$ cat src/pkg/ldi_consts.vh
// constants for the led driver i2c address and pointer front end
`ifndef LDI_CONSTS_VH
`define LDI_CONSTS_VH

// ----------------------------------------------------------------
// default call addresses (8-bit form, write direction)
// ----------------------------------------------------------------
`define LDI_GROUP_ADDR_RST   8'hE0
`define LDI_SUB1_ADDR_RST    8'hE2
`define LDI_SUB2_ADDR_RST    8'hE4
`define LDI_SUB3_ADDR_RST    8'hE8
`define LDI_SOFT_RESET_ADDR  8'h06

// ----------------------------------------------------------------
// control byte fields and pointer limits
// ----------------------------------------------------------------
`define LDI_PTR_MSB          4
`define LDI_SEL_LSB          5
`define LDI_PTR_LAST         5'h11
`define LDI_PTR_BRIGHT_FIRST 5'h02
`define LDI_PTR_GLOBAL_FIRST 5'h0A
`define LDI_PTR_GLOBAL_LAST  5'h0B
`define LDI_PTR_ZERO         5'h00
`define LDI_SEL_FIXED        3'h0
`define LDI_SEL_ALL          3'h4
`define LDI_SEL_BRIGHT       3'h5
`define LDI_SEL_GLOBAL       3'h6
`define LDI_SEL_BRGLOB       3'h7

// ----------------------------------------------------------------
// register numbers of the call address registers
// ----------------------------------------------------------------
`define LDI_REG_SUB1         5'h0E
`define LDI_REG_SUB2         5'h0F
`define LDI_REG_SUB3         5'h10
`define LDI_REG_GROUP        5'h11

`endif

$ cat src/ldi_i2c_front.v
// i2c slave front end with call address decode and register pointer
`timescale 1ns/1ns
`default_nettype none
`include "ldi_consts.vh"

// Summary of operation
// - address byte lsb one means read, zero means write
// - regular address formed from seven address select pins
// - reserved values on the pins match like any other address
// - group call address resets to E0h, acknowledged only while I_GROUP_EN is high
// - call addresses writable over the bus, reset to defaults
// - sub-group addresses reset to E2h, E4h and E8h
// - sub-group addresses acknowledged only while their enable inputs are high
// - soft reset call acknowledged only with write direction
// - first byte after an acknowledged write address is control byte
// - low five bits pointer, top three bits auto-increment select
// - enable bit set advances pointer after every data byte
// - selector 000 keeps the pointer fixed
// - selector 100 wraps to 00h after 11h
// - selector 101 wraps to 02h after 11h
// - selector 110 wraps to 0Ah after 0Bh
// - selector 111 wraps to 02h after 0Bh
// - auto-increment changes only the five pointer bits
// - control pointer selects the first register accessed
// - pointer values above 11h are not acknowledged
module ldi_i2c_front (
    input  wire       I_CLK,
    input  wire       I_SRST,
    input  wire [6:0] I_ADDR_SEL,
    input  wire       I_SCL,
    input  wire       I_SDA,
    output wire       O_SDA,
    output wire       O_SDA_OE,
    input  wire       I_SUB1_EN,
    input  wire       I_SUB2_EN,
    input  wire       I_SUB3_EN,
    input  wire       I_GROUP_EN,
    output reg  [4:0] O_REG_ADDR,
    output reg  [7:0] O_WR_DATA,
    output reg        O_WR_STB,
    input  wire [7:0] I_RD_DATA,
    output reg        O_RD_STB,
    output reg  [7:0] O_CTRL_PTR,
    output reg        O_SOFT_RESET_STB,
    output reg        O_STOP_STB
);

    // ----------------------------------------------------------------
    // states
    // ----------------------------------------------------------------
    localparam [2:0] ST_IDLE = 3'd0;
    localparam [2:0] ST_ADDR = 3'd1;
    localparam [2:0] ST_AACK = 3'd2;
    localparam [2:0] ST_WBYT = 3'd3;
    localparam [2:0] ST_WACK = 3'd4;
    localparam [2:0] ST_RBYT = 3'd5;
    localparam [2:0] ST_RACK = 3'd6;

    // ----------------------------------------------------------------
    // next pointer by auto-increment selector
    // ----------------------------------------------------------------
    function [4:0] next_ptr;
        input [2:0] sel;
        input [4:0] ptr;
        begin
            case (sel)
            `LDI_SEL_ALL: next_ptr = (ptr == `LDI_PTR_LAST) ?
                `LDI_PTR_ZERO : ptr + 5'h01;
            `LDI_SEL_BRIGHT: next_ptr = (ptr == `LDI_PTR_LAST) ?
                `LDI_PTR_BRIGHT_FIRST : ptr + 5'h01;
            // starts above 0Bh fold back, so the pointer never passes 11h
            // wrap global
            `LDI_SEL_GLOBAL: next_ptr = (ptr >= `LDI_PTR_GLOBAL_LAST) ?
                `LDI_PTR_GLOBAL_FIRST : ptr + 5'h01;
            `LDI_SEL_BRGLOB: next_ptr = (ptr >= `LDI_PTR_GLOBAL_LAST) ?
                `LDI_PTR_BRIGHT_FIRST : ptr + 5'h01;
            // fixed pointer; reserved codes also hold
            default: next_ptr = ptr;
            endcase
        end
    endfunction

    // ----------------------------------------------------------------
    // pin synchronisers
    // ----------------------------------------------------------------
    reg [6:0] addr_s1_reg;
    reg [6:0] addr_s2_reg;
    reg       scl_s1_reg;
    reg       scl_s2_reg;
    reg       scl_d_reg;
    reg       sda_s1_reg;
    reg       sda_s2_reg;
    reg       sda_d_reg;

    // reset to the idle bus level, so no false edge follows reset
    always @(posedge I_CLK) begin
        if (I_SRST) begin
            addr_s1_reg <= 7'h00;
            addr_s2_reg <= 7'h00;
            scl_s1_reg  <= 1'b1;
            scl_s2_reg  <= 1'b1;
            scl_d_reg   <= 1'b1;
            sda_s1_reg  <= 1'b1;
            sda_s2_reg  <= 1'b1;
            sda_d_reg   <= 1'b1;
        end else begin
            addr_s1_reg <= I_ADDR_SEL;
            addr_s2_reg <= addr_s1_reg;
            scl_s1_reg  <= I_SCL;
            scl_s2_reg  <= scl_s1_reg;
            scl_d_reg   <= scl_s2_reg;
            sda_s1_reg  <= I_SDA;
            sda_s2_reg  <= sda_s1_reg;
            sda_d_reg   <= sda_s2_reg;
        end
    end

    // edges read the second and third stages only; the first may still settle
    wire scl_rise = scl_s2_reg & ~scl_d_reg;
    wire scl_fall = ~scl_s2_reg & scl_d_reg;
    // start and stop need the clock high on two samples in a row
    wire start_c  = scl_s2_reg & scl_d_reg & sda_d_reg & ~sda_s2_reg;
    wire stop_c   = scl_s2_reg & scl_d_reg & ~sda_d_reg & sda_s2_reg;

    // ----------------------------------------------------------------
    // call address registers, volatile
    // ----------------------------------------------------------------
    reg [7:0] group_call_address_reg;
    reg [7:0] subgroup_address_one_reg;
    reg [7:0] subgroup_address_two_reg;
    reg [7:0] subgroup_address_three_reg;

    // ----------------------------------------------------------------
    // protocol state
    // ----------------------------------------------------------------
    reg [2:0] state_reg;
    reg [2:0] bit_cnt_reg;
    reg [7:0] shift_reg;
    reg       ack_reg;
    reg       sda_drv_reg;
    // first_reg: the next written byte is the control byte
    reg       first_reg;
    reg       is_reset_call_reg;

    // address byte decode on the shifted byte, direction bit masked except for the soft reset call
    wire [7:0] abyte   = shift_reg;
    wire [6:0] a7      = abyte[7:1];
    wire hit_reg_adr   = (a7 == addr_s2_reg);
    wire hit_group     = I_GROUP_EN & (a7 == group_call_address_reg[7:1]);
    wire hit_sub1      = I_SUB1_EN & (a7 == subgroup_address_one_reg[7:1]);
    wire hit_sub2      = I_SUB2_EN & (a7 == subgroup_address_two_reg[7:1]);
    wire hit_sub3      = I_SUB3_EN & (a7 == subgroup_address_three_reg[7:1]);
    wire hit_soft_reset_call     = (abyte == `LDI_SOFT_RESET_ADDR);
    // a refused address drops to idle and waits for the next start
    wire hit_any       = hit_reg_adr | hit_group | hit_sub1 | hit_sub2 |
                         hit_sub3;

    // open drain: the pin is only ever pulled low, never driven high
    assign O_SDA    = 1'b0;
    assign O_SDA_OE = sda_drv_reg;

    // ----------------------------------------------------------------
    // byte engine, acknowledge and pointer
    // ----------------------------------------------------------------
    always @(posedge I_CLK) begin
        if (I_SRST) begin
            state_reg   <= ST_IDLE;
            bit_cnt_reg <= 3'd0;
            shift_reg   <= 8'h00;
            ack_reg     <= 1'b0;
            sda_drv_reg <= 1'b0;
            first_reg   <= 1'b0;
            is_reset_call_reg <= 1'b0;
            O_REG_ADDR  <= 5'h00;
            O_WR_DATA   <= 8'h00;
            O_WR_STB    <= 1'b0;
            O_RD_STB    <= 1'b0;
            O_CTRL_PTR  <= 8'h00;
            O_SOFT_RESET_STB <= 1'b0;
            O_STOP_STB  <= 1'b0;
            group_call_address_reg     <= `LDI_GROUP_ADDR_RST;
            subgroup_address_one_reg   <= `LDI_SUB1_ADDR_RST;
            subgroup_address_two_reg   <= `LDI_SUB2_ADDR_RST;
            subgroup_address_three_reg <= `LDI_SUB3_ADDR_RST;
        end else begin
            O_WR_STB         <= 1'b0;
            O_RD_STB         <= 1'b0;
            O_SOFT_RESET_STB <= 1'b0;
            O_STOP_STB       <= 1'b0;
            if (start_c) begin
                state_reg   <= ST_ADDR;
                bit_cnt_reg <= 3'd0;
                ack_reg     <= 1'b0;
                sda_drv_reg <= 1'b0;
            end else if (stop_c) begin
                state_reg   <= ST_IDLE;
                ack_reg     <= 1'b0;
                sda_drv_reg <= 1'b0;
                O_STOP_STB  <= (state_reg != ST_IDLE);
            end else begin
                case (state_reg)
                ST_IDLE: begin
                    // bus ignored until the next start
                    sda_drv_reg <= 1'b0;
                end
                ST_ADDR, ST_WBYT: begin
                    if (scl_rise) begin
                        shift_reg   <= {shift_reg[6:0], sda_s2_reg};
                        bit_cnt_reg <= bit_cnt_reg + 3'd1;
                        // eighth rise completes the byte; act on the fall
                        if (bit_cnt_reg == 3'd7) begin
                            ack_reg <= 1'b1;
                        end
                    end
                    if (scl_fall && ack_reg) begin
                        ack_reg <= 1'b0;
                        if (state_reg == ST_ADDR) begin
                            is_reset_call_reg <= hit_soft_reset_call;
                            first_reg <= ~abyte[0];
                            if (hit_any || hit_soft_reset_call) begin
                                sda_drv_reg <= 1'b1;
                                state_reg   <= ST_AACK;
                            end else begin
                                state_reg   <= ST_IDLE;
                            end
                        end else if (first_reg) begin
                            if (abyte[`LDI_PTR_MSB:0] <= `LDI_PTR_LAST) begin
                                O_CTRL_PTR  <= abyte;
                                O_REG_ADDR  <= abyte[`LDI_PTR_MSB:0];
                                sda_drv_reg <= 1'b1;
                                state_reg   <= ST_WACK;
                            end else begin
                                state_reg   <= ST_IDLE;
                            end
                        end else begin
                            O_WR_DATA   <= abyte;
                            O_WR_STB    <= 1'b1;
                            sda_drv_reg <= 1'b1;
                            state_reg   <= ST_WACK;
                            case (O_REG_ADDR)
                            `LDI_REG_SUB1:  subgroup_address_one_reg <= abyte;
                            `LDI_REG_SUB2:  subgroup_address_two_reg <= abyte;
                            `LDI_REG_SUB3:
                                subgroup_address_three_reg <= abyte;
                            `LDI_REG_GROUP: group_call_address_reg <= abyte;
                            default: ;
                            endcase
                        end
                    end
                end
                ST_AACK: begin
                    // ack released on the fall that ends the ninth clock
                    if (scl_fall) begin
                        sda_drv_reg <= 1'b0;
                        bit_cnt_reg <= 3'd0;
                        shift_reg   <= 8'h00;
                        if (is_reset_call_reg) begin
                            O_SOFT_RESET_STB <= 1'b1;
                            state_reg <= ST_IDLE;
                        end else if (abyte[0]) begin
                            shift_reg   <= I_RD_DATA;
                            O_RD_STB    <= 1'b1;
                            sda_drv_reg <= ~I_RD_DATA[7];
                            state_reg   <= ST_RBYT;
                        end else begin
                            state_reg   <= ST_WBYT;
                        end
                    end
                end
                ST_WACK: begin
                    // pointer steps after the write strobe has used it
                    if (scl_fall) begin
                        sda_drv_reg <= 1'b0;
                        bit_cnt_reg <= 3'd0;
                        shift_reg   <= 8'h00;
                        if (first_reg) begin
                            first_reg <= 1'b0;
                        end else if (O_CTRL_PTR[7]) begin
                            O_REG_ADDR <= next_ptr(
                                O_CTRL_PTR[7:`LDI_SEL_LSB], O_REG_ADDR);
                        end
                        state_reg <= ST_WBYT;
                    end
                end
                ST_RBYT: begin
                    // next bit leaves in the low phase, clear of the rise
                    if (scl_fall) begin
                        bit_cnt_reg <= bit_cnt_reg + 3'd1;
                        shift_reg   <= {shift_reg[6:0], 1'b0};
                        if (bit_cnt_reg == 3'd7) begin
                            sda_drv_reg <= 1'b0;
                            state_reg   <= ST_RACK;
                            if (O_CTRL_PTR[7]) begin
                                O_REG_ADDR <= next_ptr(
                                    O_CTRL_PTR[7:`LDI_SEL_LSB], O_REG_ADDR);
                            end
                        end else begin
                            sda_drv_reg <= ~shift_reg[6];
                        end
                    end
                end
                ST_RACK: begin
                    // master ack taken on the rise, acted on at the fall
                    if (scl_rise) begin
                        ack_reg <= ~sda_s2_reg;
                    end
                    if (scl_fall) begin
                        bit_cnt_reg <= 3'd0;
                        if (ack_reg) begin
                            shift_reg   <= I_RD_DATA;
                            O_RD_STB    <= 1'b1;
                            sda_drv_reg <= ~I_RD_DATA[7];
                            state_reg   <= ST_RBYT;
                        end else begin
                            state_reg   <= ST_IDLE;
                        end
                        ack_reg <= 1'b0;
                    end
                end
                default: state_reg <= ST_IDLE;
                endcase
            end
        end
    end

endmodule // ldi_i2c_front
`default_nettype wire

$ cat config.mk
export PLATFORM = sky130hd
export DESIGN_NAME = ldi_i2c_front
export DESIGN_NICKNAME = d
export VERILOG_FILES = /design/src/ldi_i2c_front.v
export VERILOG_INCLUDE_DIRS = /design/src /design/src/pkg
export SDC_FILE = /design/constraint.sdc
export NUM_CORES = 1
export LEC_CHECK = 0
export BUFFER_PORTS_ARGS = -buffer_cell sky130_fd_sc_hd__buf_2
export CAP_MARGIN = 20
export CORE_UTILIZATION = 40
export CTS_BUF_LIST = sky130_fd_sc_hd__clkbuf_8
export DETAILED_ROUTE_END_ITERATION = 8
export GPL_TIMING_DRIVEN = 0
export PLACE_DENSITY = 0.58
export SYNTH_ARGS = -nofsm -noshare
export SYNTH_HDL_FRONTEND = slang
export SYNTH_SLANG_ARGS = --single-unit
$ cat constraint.sdc
create_clock -name I_CLK -period 2.6 [get_ports I_CLK]
set_clock_uncertainty 0.15 [all_clocks]
set_input_delay 0 -clock I_CLK [delete_from_list [all_inputs] [get_ports I_CLK]]
set_output_delay 0 -clock I_CLK [all_outputs]
set_load 0.005 [all_outputs]
Word-level counts from Yosys, hierarchy flattened
Index checks and enable logic that the tools add are counted.
- logic and storage cells: 216
- bits of input ports: 23
- register bits: 95
- output and inout bits: 27
- order comparisons: 2
- eq/ne operators: 47
- $add $sub $neg: 2
- bitwise logic cells: 31
- reduce and logical (&&, ||, !) cells: 32
- multiplexer cells: 75
- operators with widths (operator ; number):
    $mux W5 ; 13
    $mux W8 ; 8
    $reduce_and A7 Y1 ; 7
    $mux W3 ; 15
    $pmux W8 S5 ; 1
    $eq A7 B7 Y1 ; 5
    $mux W1 ; 29
    $ne A4 B4 Y1 const B ; 7
    $ne A2 B2 Y1 const B ; 13
    $eq A3 B3 Y1 const B ; 8
    $pmux W5 S4 ; 1
    $pmux W3 S6 ; 1
    $reduce_and A9 Y1 ; 2
    $not A1 Y1 ; 16
    $ne A3 B3 Y1 const B ; 5
    $pmux W5 S3 ; 1
    $reduce_and A6 Y1 ; 2
    $and A1 B1 Y1 ; 11
    $reduce_and A11 Y1 ; 1
    $eq A5 B4 Y1 const B ; 2
    $eq A5 B5 Y1 const B ; 2
    $reduce_and A5 Y1 ; 2
    $pmux W3 S3 ; 1
    $reduce_bool A3 Y1 ; 3
    other kinds (23) ; 33

Depth between registers and ports, before layout
- word-level depth: 13
- gate-level depth with buffers: 9
- depth with buffers taken out: 7

Worst setup path after synthesis
No wires, ideal clock.
- path kind: register to register
- start: register scl_s2_reg
- end: register group_call_address_reg[5]
- period minus slack after synthesis: 2224 ps
- path buffers: 2
- slack: 376 ps
- setup time: 120 ps
- required time: 2330 ps
- arrival: 1955 ps
- stages on the path, launching flop included: 10
- path through: dfxtp_1 > inv_1 > ha_1 > nand4b_4 > a2111oi_4 > buf_6 > and2b_1 > buf_6 > nor2b_1 > a211o_1
- word-level cells in the longest chain between the ends: 5
- elaborated cells between the ends (all ways): 11
- those cells by class: bitwise (9); reduce/logical (2)
- RTL lines (item ; RTL line ; text):
    from (decl) ; ldi_i2c_front.v:89 ; reg scl_s2_reg;
    from (signal assigned) ; ldi_i2c_front.v:110 ; scl_s2_reg <= scl_s1_reg;
    $and A1 B1 Y1 ; ldi_i2c_front.v:122, ldi_i2c_front.v:123 ;
    $and A1 B1 Y1 (on tied branches) (2 in series) ; ldi_i2c_front.v:123, ldi_i2c_front.v:122 ;
    $not A1 Y1 (no source line) ; - ;
    $reduce_and A7 Y1 (no source line) (*) ; - ;
    to (signal assigned) ; ldi_i2c_front.v:181 ; group_call_address_reg <= `LDI_GROUP_ADDR_RST;
    to (signal assigned) ; ldi_i2c_front.v:245 ; `LDI_REG_GROUP: group_call_address_reg <= abyte;
    to (decl) ; ldi_i2c_front.v:128 ; reg [7:0] group_call_address_reg;
Mark *: on every way between the ends. The rest lies on a longest branch, timed or not.
A chain may end at the register's enable or synchronous reset.

Final worst setup path
- start: register shift_reg[1] (netlist: abyte[1])
- end: register sda_drv_reg (netlist: O_SDA_OE)
- word-level cells in the longest chain between the ends: 9
- elaborated cells between the ends (all ways): 19
- those cells by class: order compare (1); eq/ne (8); bitwise (8); reduce/logical (2)
- RTL lines (item ; RTL line ; text):
    from (decl) ; ldi_i2c_front.v:138 ; reg [7:0] shift_reg;
    from (signal assigned) ; ldi_i2c_front.v:208 ; shift_reg <= {shift_reg[6:0], sda_s2_reg};
    from (signal assigned) ; ldi_i2c_front.v:289 ; shift_reg <= {shift_reg[6:0], 1'b0};
    $eq A7 B7 Y1 ; ldi_i2c_front.v:149 ; wire hit_group = I_GROUP_EN & (a7 == group_call_address_reg[7:1]);
    $and A1 B1 Y1 ; ldi_i2c_front.v:149 ;
    $or A1 B1 Y1 (4 in series) ; ldi_i2c_front.v:155 ; wire hit_any = hit_reg_adr | hit_group | hit_sub1 | hit_sub2 |
    $logic_or A1 B1 Y1 ; ldi_i2c_front.v:220 ; if (hit_any || hit_soft_reset_call) begin
    $ne A3 B3 Y1 (no source line) ; - ;
    $reduce_and A9 Y1 (no source line) (*) ; - ;
    to (signal assigned) ; ldi_i2c_front.v:263 ; sda_drv_reg <= ~I_RD_DATA[7];
    to (signal assigned) ; ldi_i2c_front.v:298 ; sda_drv_reg <= ~shift_reg[6];
    to (signal assigned) ; ldi_i2c_front.v:312 ; sda_drv_reg <= ~I_RD_DATA[7];
    to (decl) ; ldi_i2c_front.v:140 ; reg sda_drv_reg;
Marked as above.

==> metrics.md <==
| Metric | Value |
|---|---|
| Slowest CP cell | `buf_1` |
| # port buffers | `47` |
| Setup violators final | `0` |
| Commonest non-fill, non-tap cell in the layout | `dfxtp_1` |
| Critical Path End Type | `flop` |
| Register area share after synthesis | `40.9%` |
| H-tree depth | `3` |
| Area growth syn-to-layout | `19.4%` |
| Gpl congestion | `0.883` |
| Post-detail-place hpwl | `8320 µm` |
| Top area cells in the synthesized netlist | `dfxtp_1 41%, mux2i_1 7.2%, xnor2_1 6.5%` |
| Number of nets in the layout | `603` |
| Die height | `108 µm` |
| Worst-skew pair later-pin latency | `0.37 ns` |
| Reg area | `1820 µm²` |
| Clk slew on worst S/H paths | `0.09 ns` |
| Met3 usage | `4.12%` |
| Area of the multi-input gates | `2430 µm²` |
| IO Count | `50` |
| WP data required | `2.68 ns` |
| Clk root buf | `clkbuf_8` |
| Final Non-Filler Cells | `714` |
| Cell breakdown of the critical path | `clkbuf_1 -> buf_1 -> xnor2_1 -> nand4_1 -> nor2_1 -> nor4_1 -> a211oi_1` |
| Area of the core | `10800 µm²` |
| Worst Tran Pin Value | `0.901 ns` |
| Status | `finished with violations` |
| Residual DRC count | `0` |
| CTS tree | `done` |
| Total of max-cap violations | `0` |
| Post-DR wirelength/cell | `17.1 µm` |
| Final Slew Violations | `0` |
| Site Rows | `38` |
| Slew HR | `39.5%` |
| Overall routed net length | `12200 µm` |
| Maximum clock rate | `400 MHz` |
| Min cycle time layout | `2.50 ns` |
| First-pass GRT wire length | `19400 µm` |
| Yosys warnings | `0` |
| Initial antenna violation count | `0` |
| FILL cells | `1056` |
| Placed insts | `674` |
| Reg-to-reg setup timing slack | `0.10 ns` |
| Grt total ovfl | `0` |
| TritonCTS buffer count | `9` |
| Number of global-route vias before repair | `3614` |
| Largest net degree at the start of global routing | `15` |
| Die footprint | `11600 µm²` |
| Final hold slack | `-0.00974 ns` |
| Most frequent cells in the layout | `91 x dfxtp_1, 60 x nor2_1, 51 x buf_2` |
| Synth top area share | `40.9%` |
| EDFF count, synth | `0` |
| Asr flop ratio synth | `0%` |
| Buffers & Inverters on Critical Path | `2` |
| # diodes | `0` |
| Fin area | `5320 µm²` |
| Flop and latch count out of synthesis | `91` |
| Largest delay contributor family on the critical path | `buffers and inverters` |
| GR Util All Layers | `22.2%` |
| Post-Synthesis Cells | `487` |
| Met2 Track Usage GR | `34.0%` |
| # clock sinks | `91` |
| Max rail drop VDD | `238 µV` |
| Met1 usage | `30.9%` |
| Vias per cell | `5.38` |
| Setup CP Type | `flop to flop` |
| Area leader, netlist | `dfxtp_1` |
| Post-synth cell types | `60` |
| Share of layout cells above drive strength 1 | `15.5%` |
| Vias after detailed routing | `3839` |
| Synthesized area per cell | `9.16 µm²` |
| CP Max Fanout | `10` |
| Largest registers | `O_CTRL_PTR: 8 flops, O_WR_DATA: 8 flops, abyte: 8 flops` |
| Most Crowded Layer GR | `met2` |
| Period utilization | `96.2%` |
| Initial DRC Count | `286` |
| Crit path launch type | `flop` |
| Final setup TNS | `0 ns` |
| DRT Pass-1 Iters | `5` |
| Pwr/cell area | `474 nW/µm²` |
| RSZ-0062 raised after global routing | `no` |
| Area after DPL | `4870 µm²` |
| Failing checks | `negative hold slack` |
| CTS max path bufs | `2` |
| Design Power | `2520 µW` |
| Syn_nets | `520` |
| Chip width | `108 µm` |
| Mapped cell area | `4460 µm²` |
| Worst path arrival time | `2.58 ns` |
| Top FF cell, synth | `dfxtp_1` |
| Leakage power | `0.00193 µW` |
| Post-route ant nets | `0` |
| Initial core utilization | `41.1%` |
| CP peak stage delay | `0.60 ns` |
| Hold crit path type | `primary input to flop` |
| Final Hold Viols | `1` |
[metal layers]
layer,wire length (µm),vias up
met5,0,-
met4,214,0
met3,632,20
met2,5430,121
met1,5940,1831
li1,-,1867
[what timing repair did]
| item | CTS | global route |
|---|---|---|
| pin swaps | 1 | 2 |
| buffers inserted | 0 | 1 |
| resized for setup | 0 | 4 |
| hold buffers | 24 | 0 |
| setup endpoints to repair | 3 | 10 |
| endpoints found under the hold margin | 26 | 0 |
[stage by stage]
stage                     setup slack [ns]  util (%)
after detailed placement           -0.0201      44.9
after global routing              0.000243      49.1
after CTS                           0.0418      48.8
final                                0.100      49.1
after floorplan                      0.376         -
after global placement              0.0126      44.9
[cell families after synthesis]
group	synth area share, %
buf+inv	5.08
simple gates	20.1
fa+ha+maj	2.81
other cells	0.0841
compound gates	16.7
flops	40.9
mux	7.18
xor+xnor	7.27
[cells in the mapped netlist (all sizes together), types with 2 or more instances]
cell type,instances
nand3,5
a2111oi,2
a211o,15
clkbuf,24
ha,10
xor2,4
nor3,8
and2,2
buf,14
o211ai,4
a211oi,15
o21a,2
a22oi,8
nor2,60
nand2,15
nand2b,8
a311oi,3
a31oi,3
dfxtp,91
nand4,9
xnor2,33
nor2b,34
or2,9
and4,2
o22ai,2
nor4,3
nand3b,2
o21bai,2
inv,11
and4b,2
a21oi,16
mux2i,32
o21ai,17
[power by group]
part	switching, µW	internal, µW
combinational	80.2	71.7
sequential	9.43	1410
clock	518	435
[cell type report]
class,count,share of cell area [%]
well taps,140,3.29
clock buffers,9,2.33
multi-input cells,347,45.7
clock inverters,6,1.10
repair buffers,72,9.07
flip-flops and latches,91,34.2
inverters,11,0.776
plain buffers,38,3.48
[worst reg2reg max path: cells and delay by family (launching register included)]
family / cells / cell delay, ns
xor+xnor: 1 / 0.16
flops: 1 / 0.31
buf+inv: 2 / 1.02
compound gates: 1 / 0.15
simple gates: 3 / 0.57
[final timing paths]
check | cells past startpoint | startpoint | end
max | 7 | abyte[1] | O_SDA_OE
min | 2 | I_SRST | addr_s1_reg[2]
max reg2reg | 7 | abyte[1] | O_SDA_OE
min reg2reg | 1 | sda_s1_reg | sda_s2_reg
Note: power is estimated with default switching activity, not from simulation.
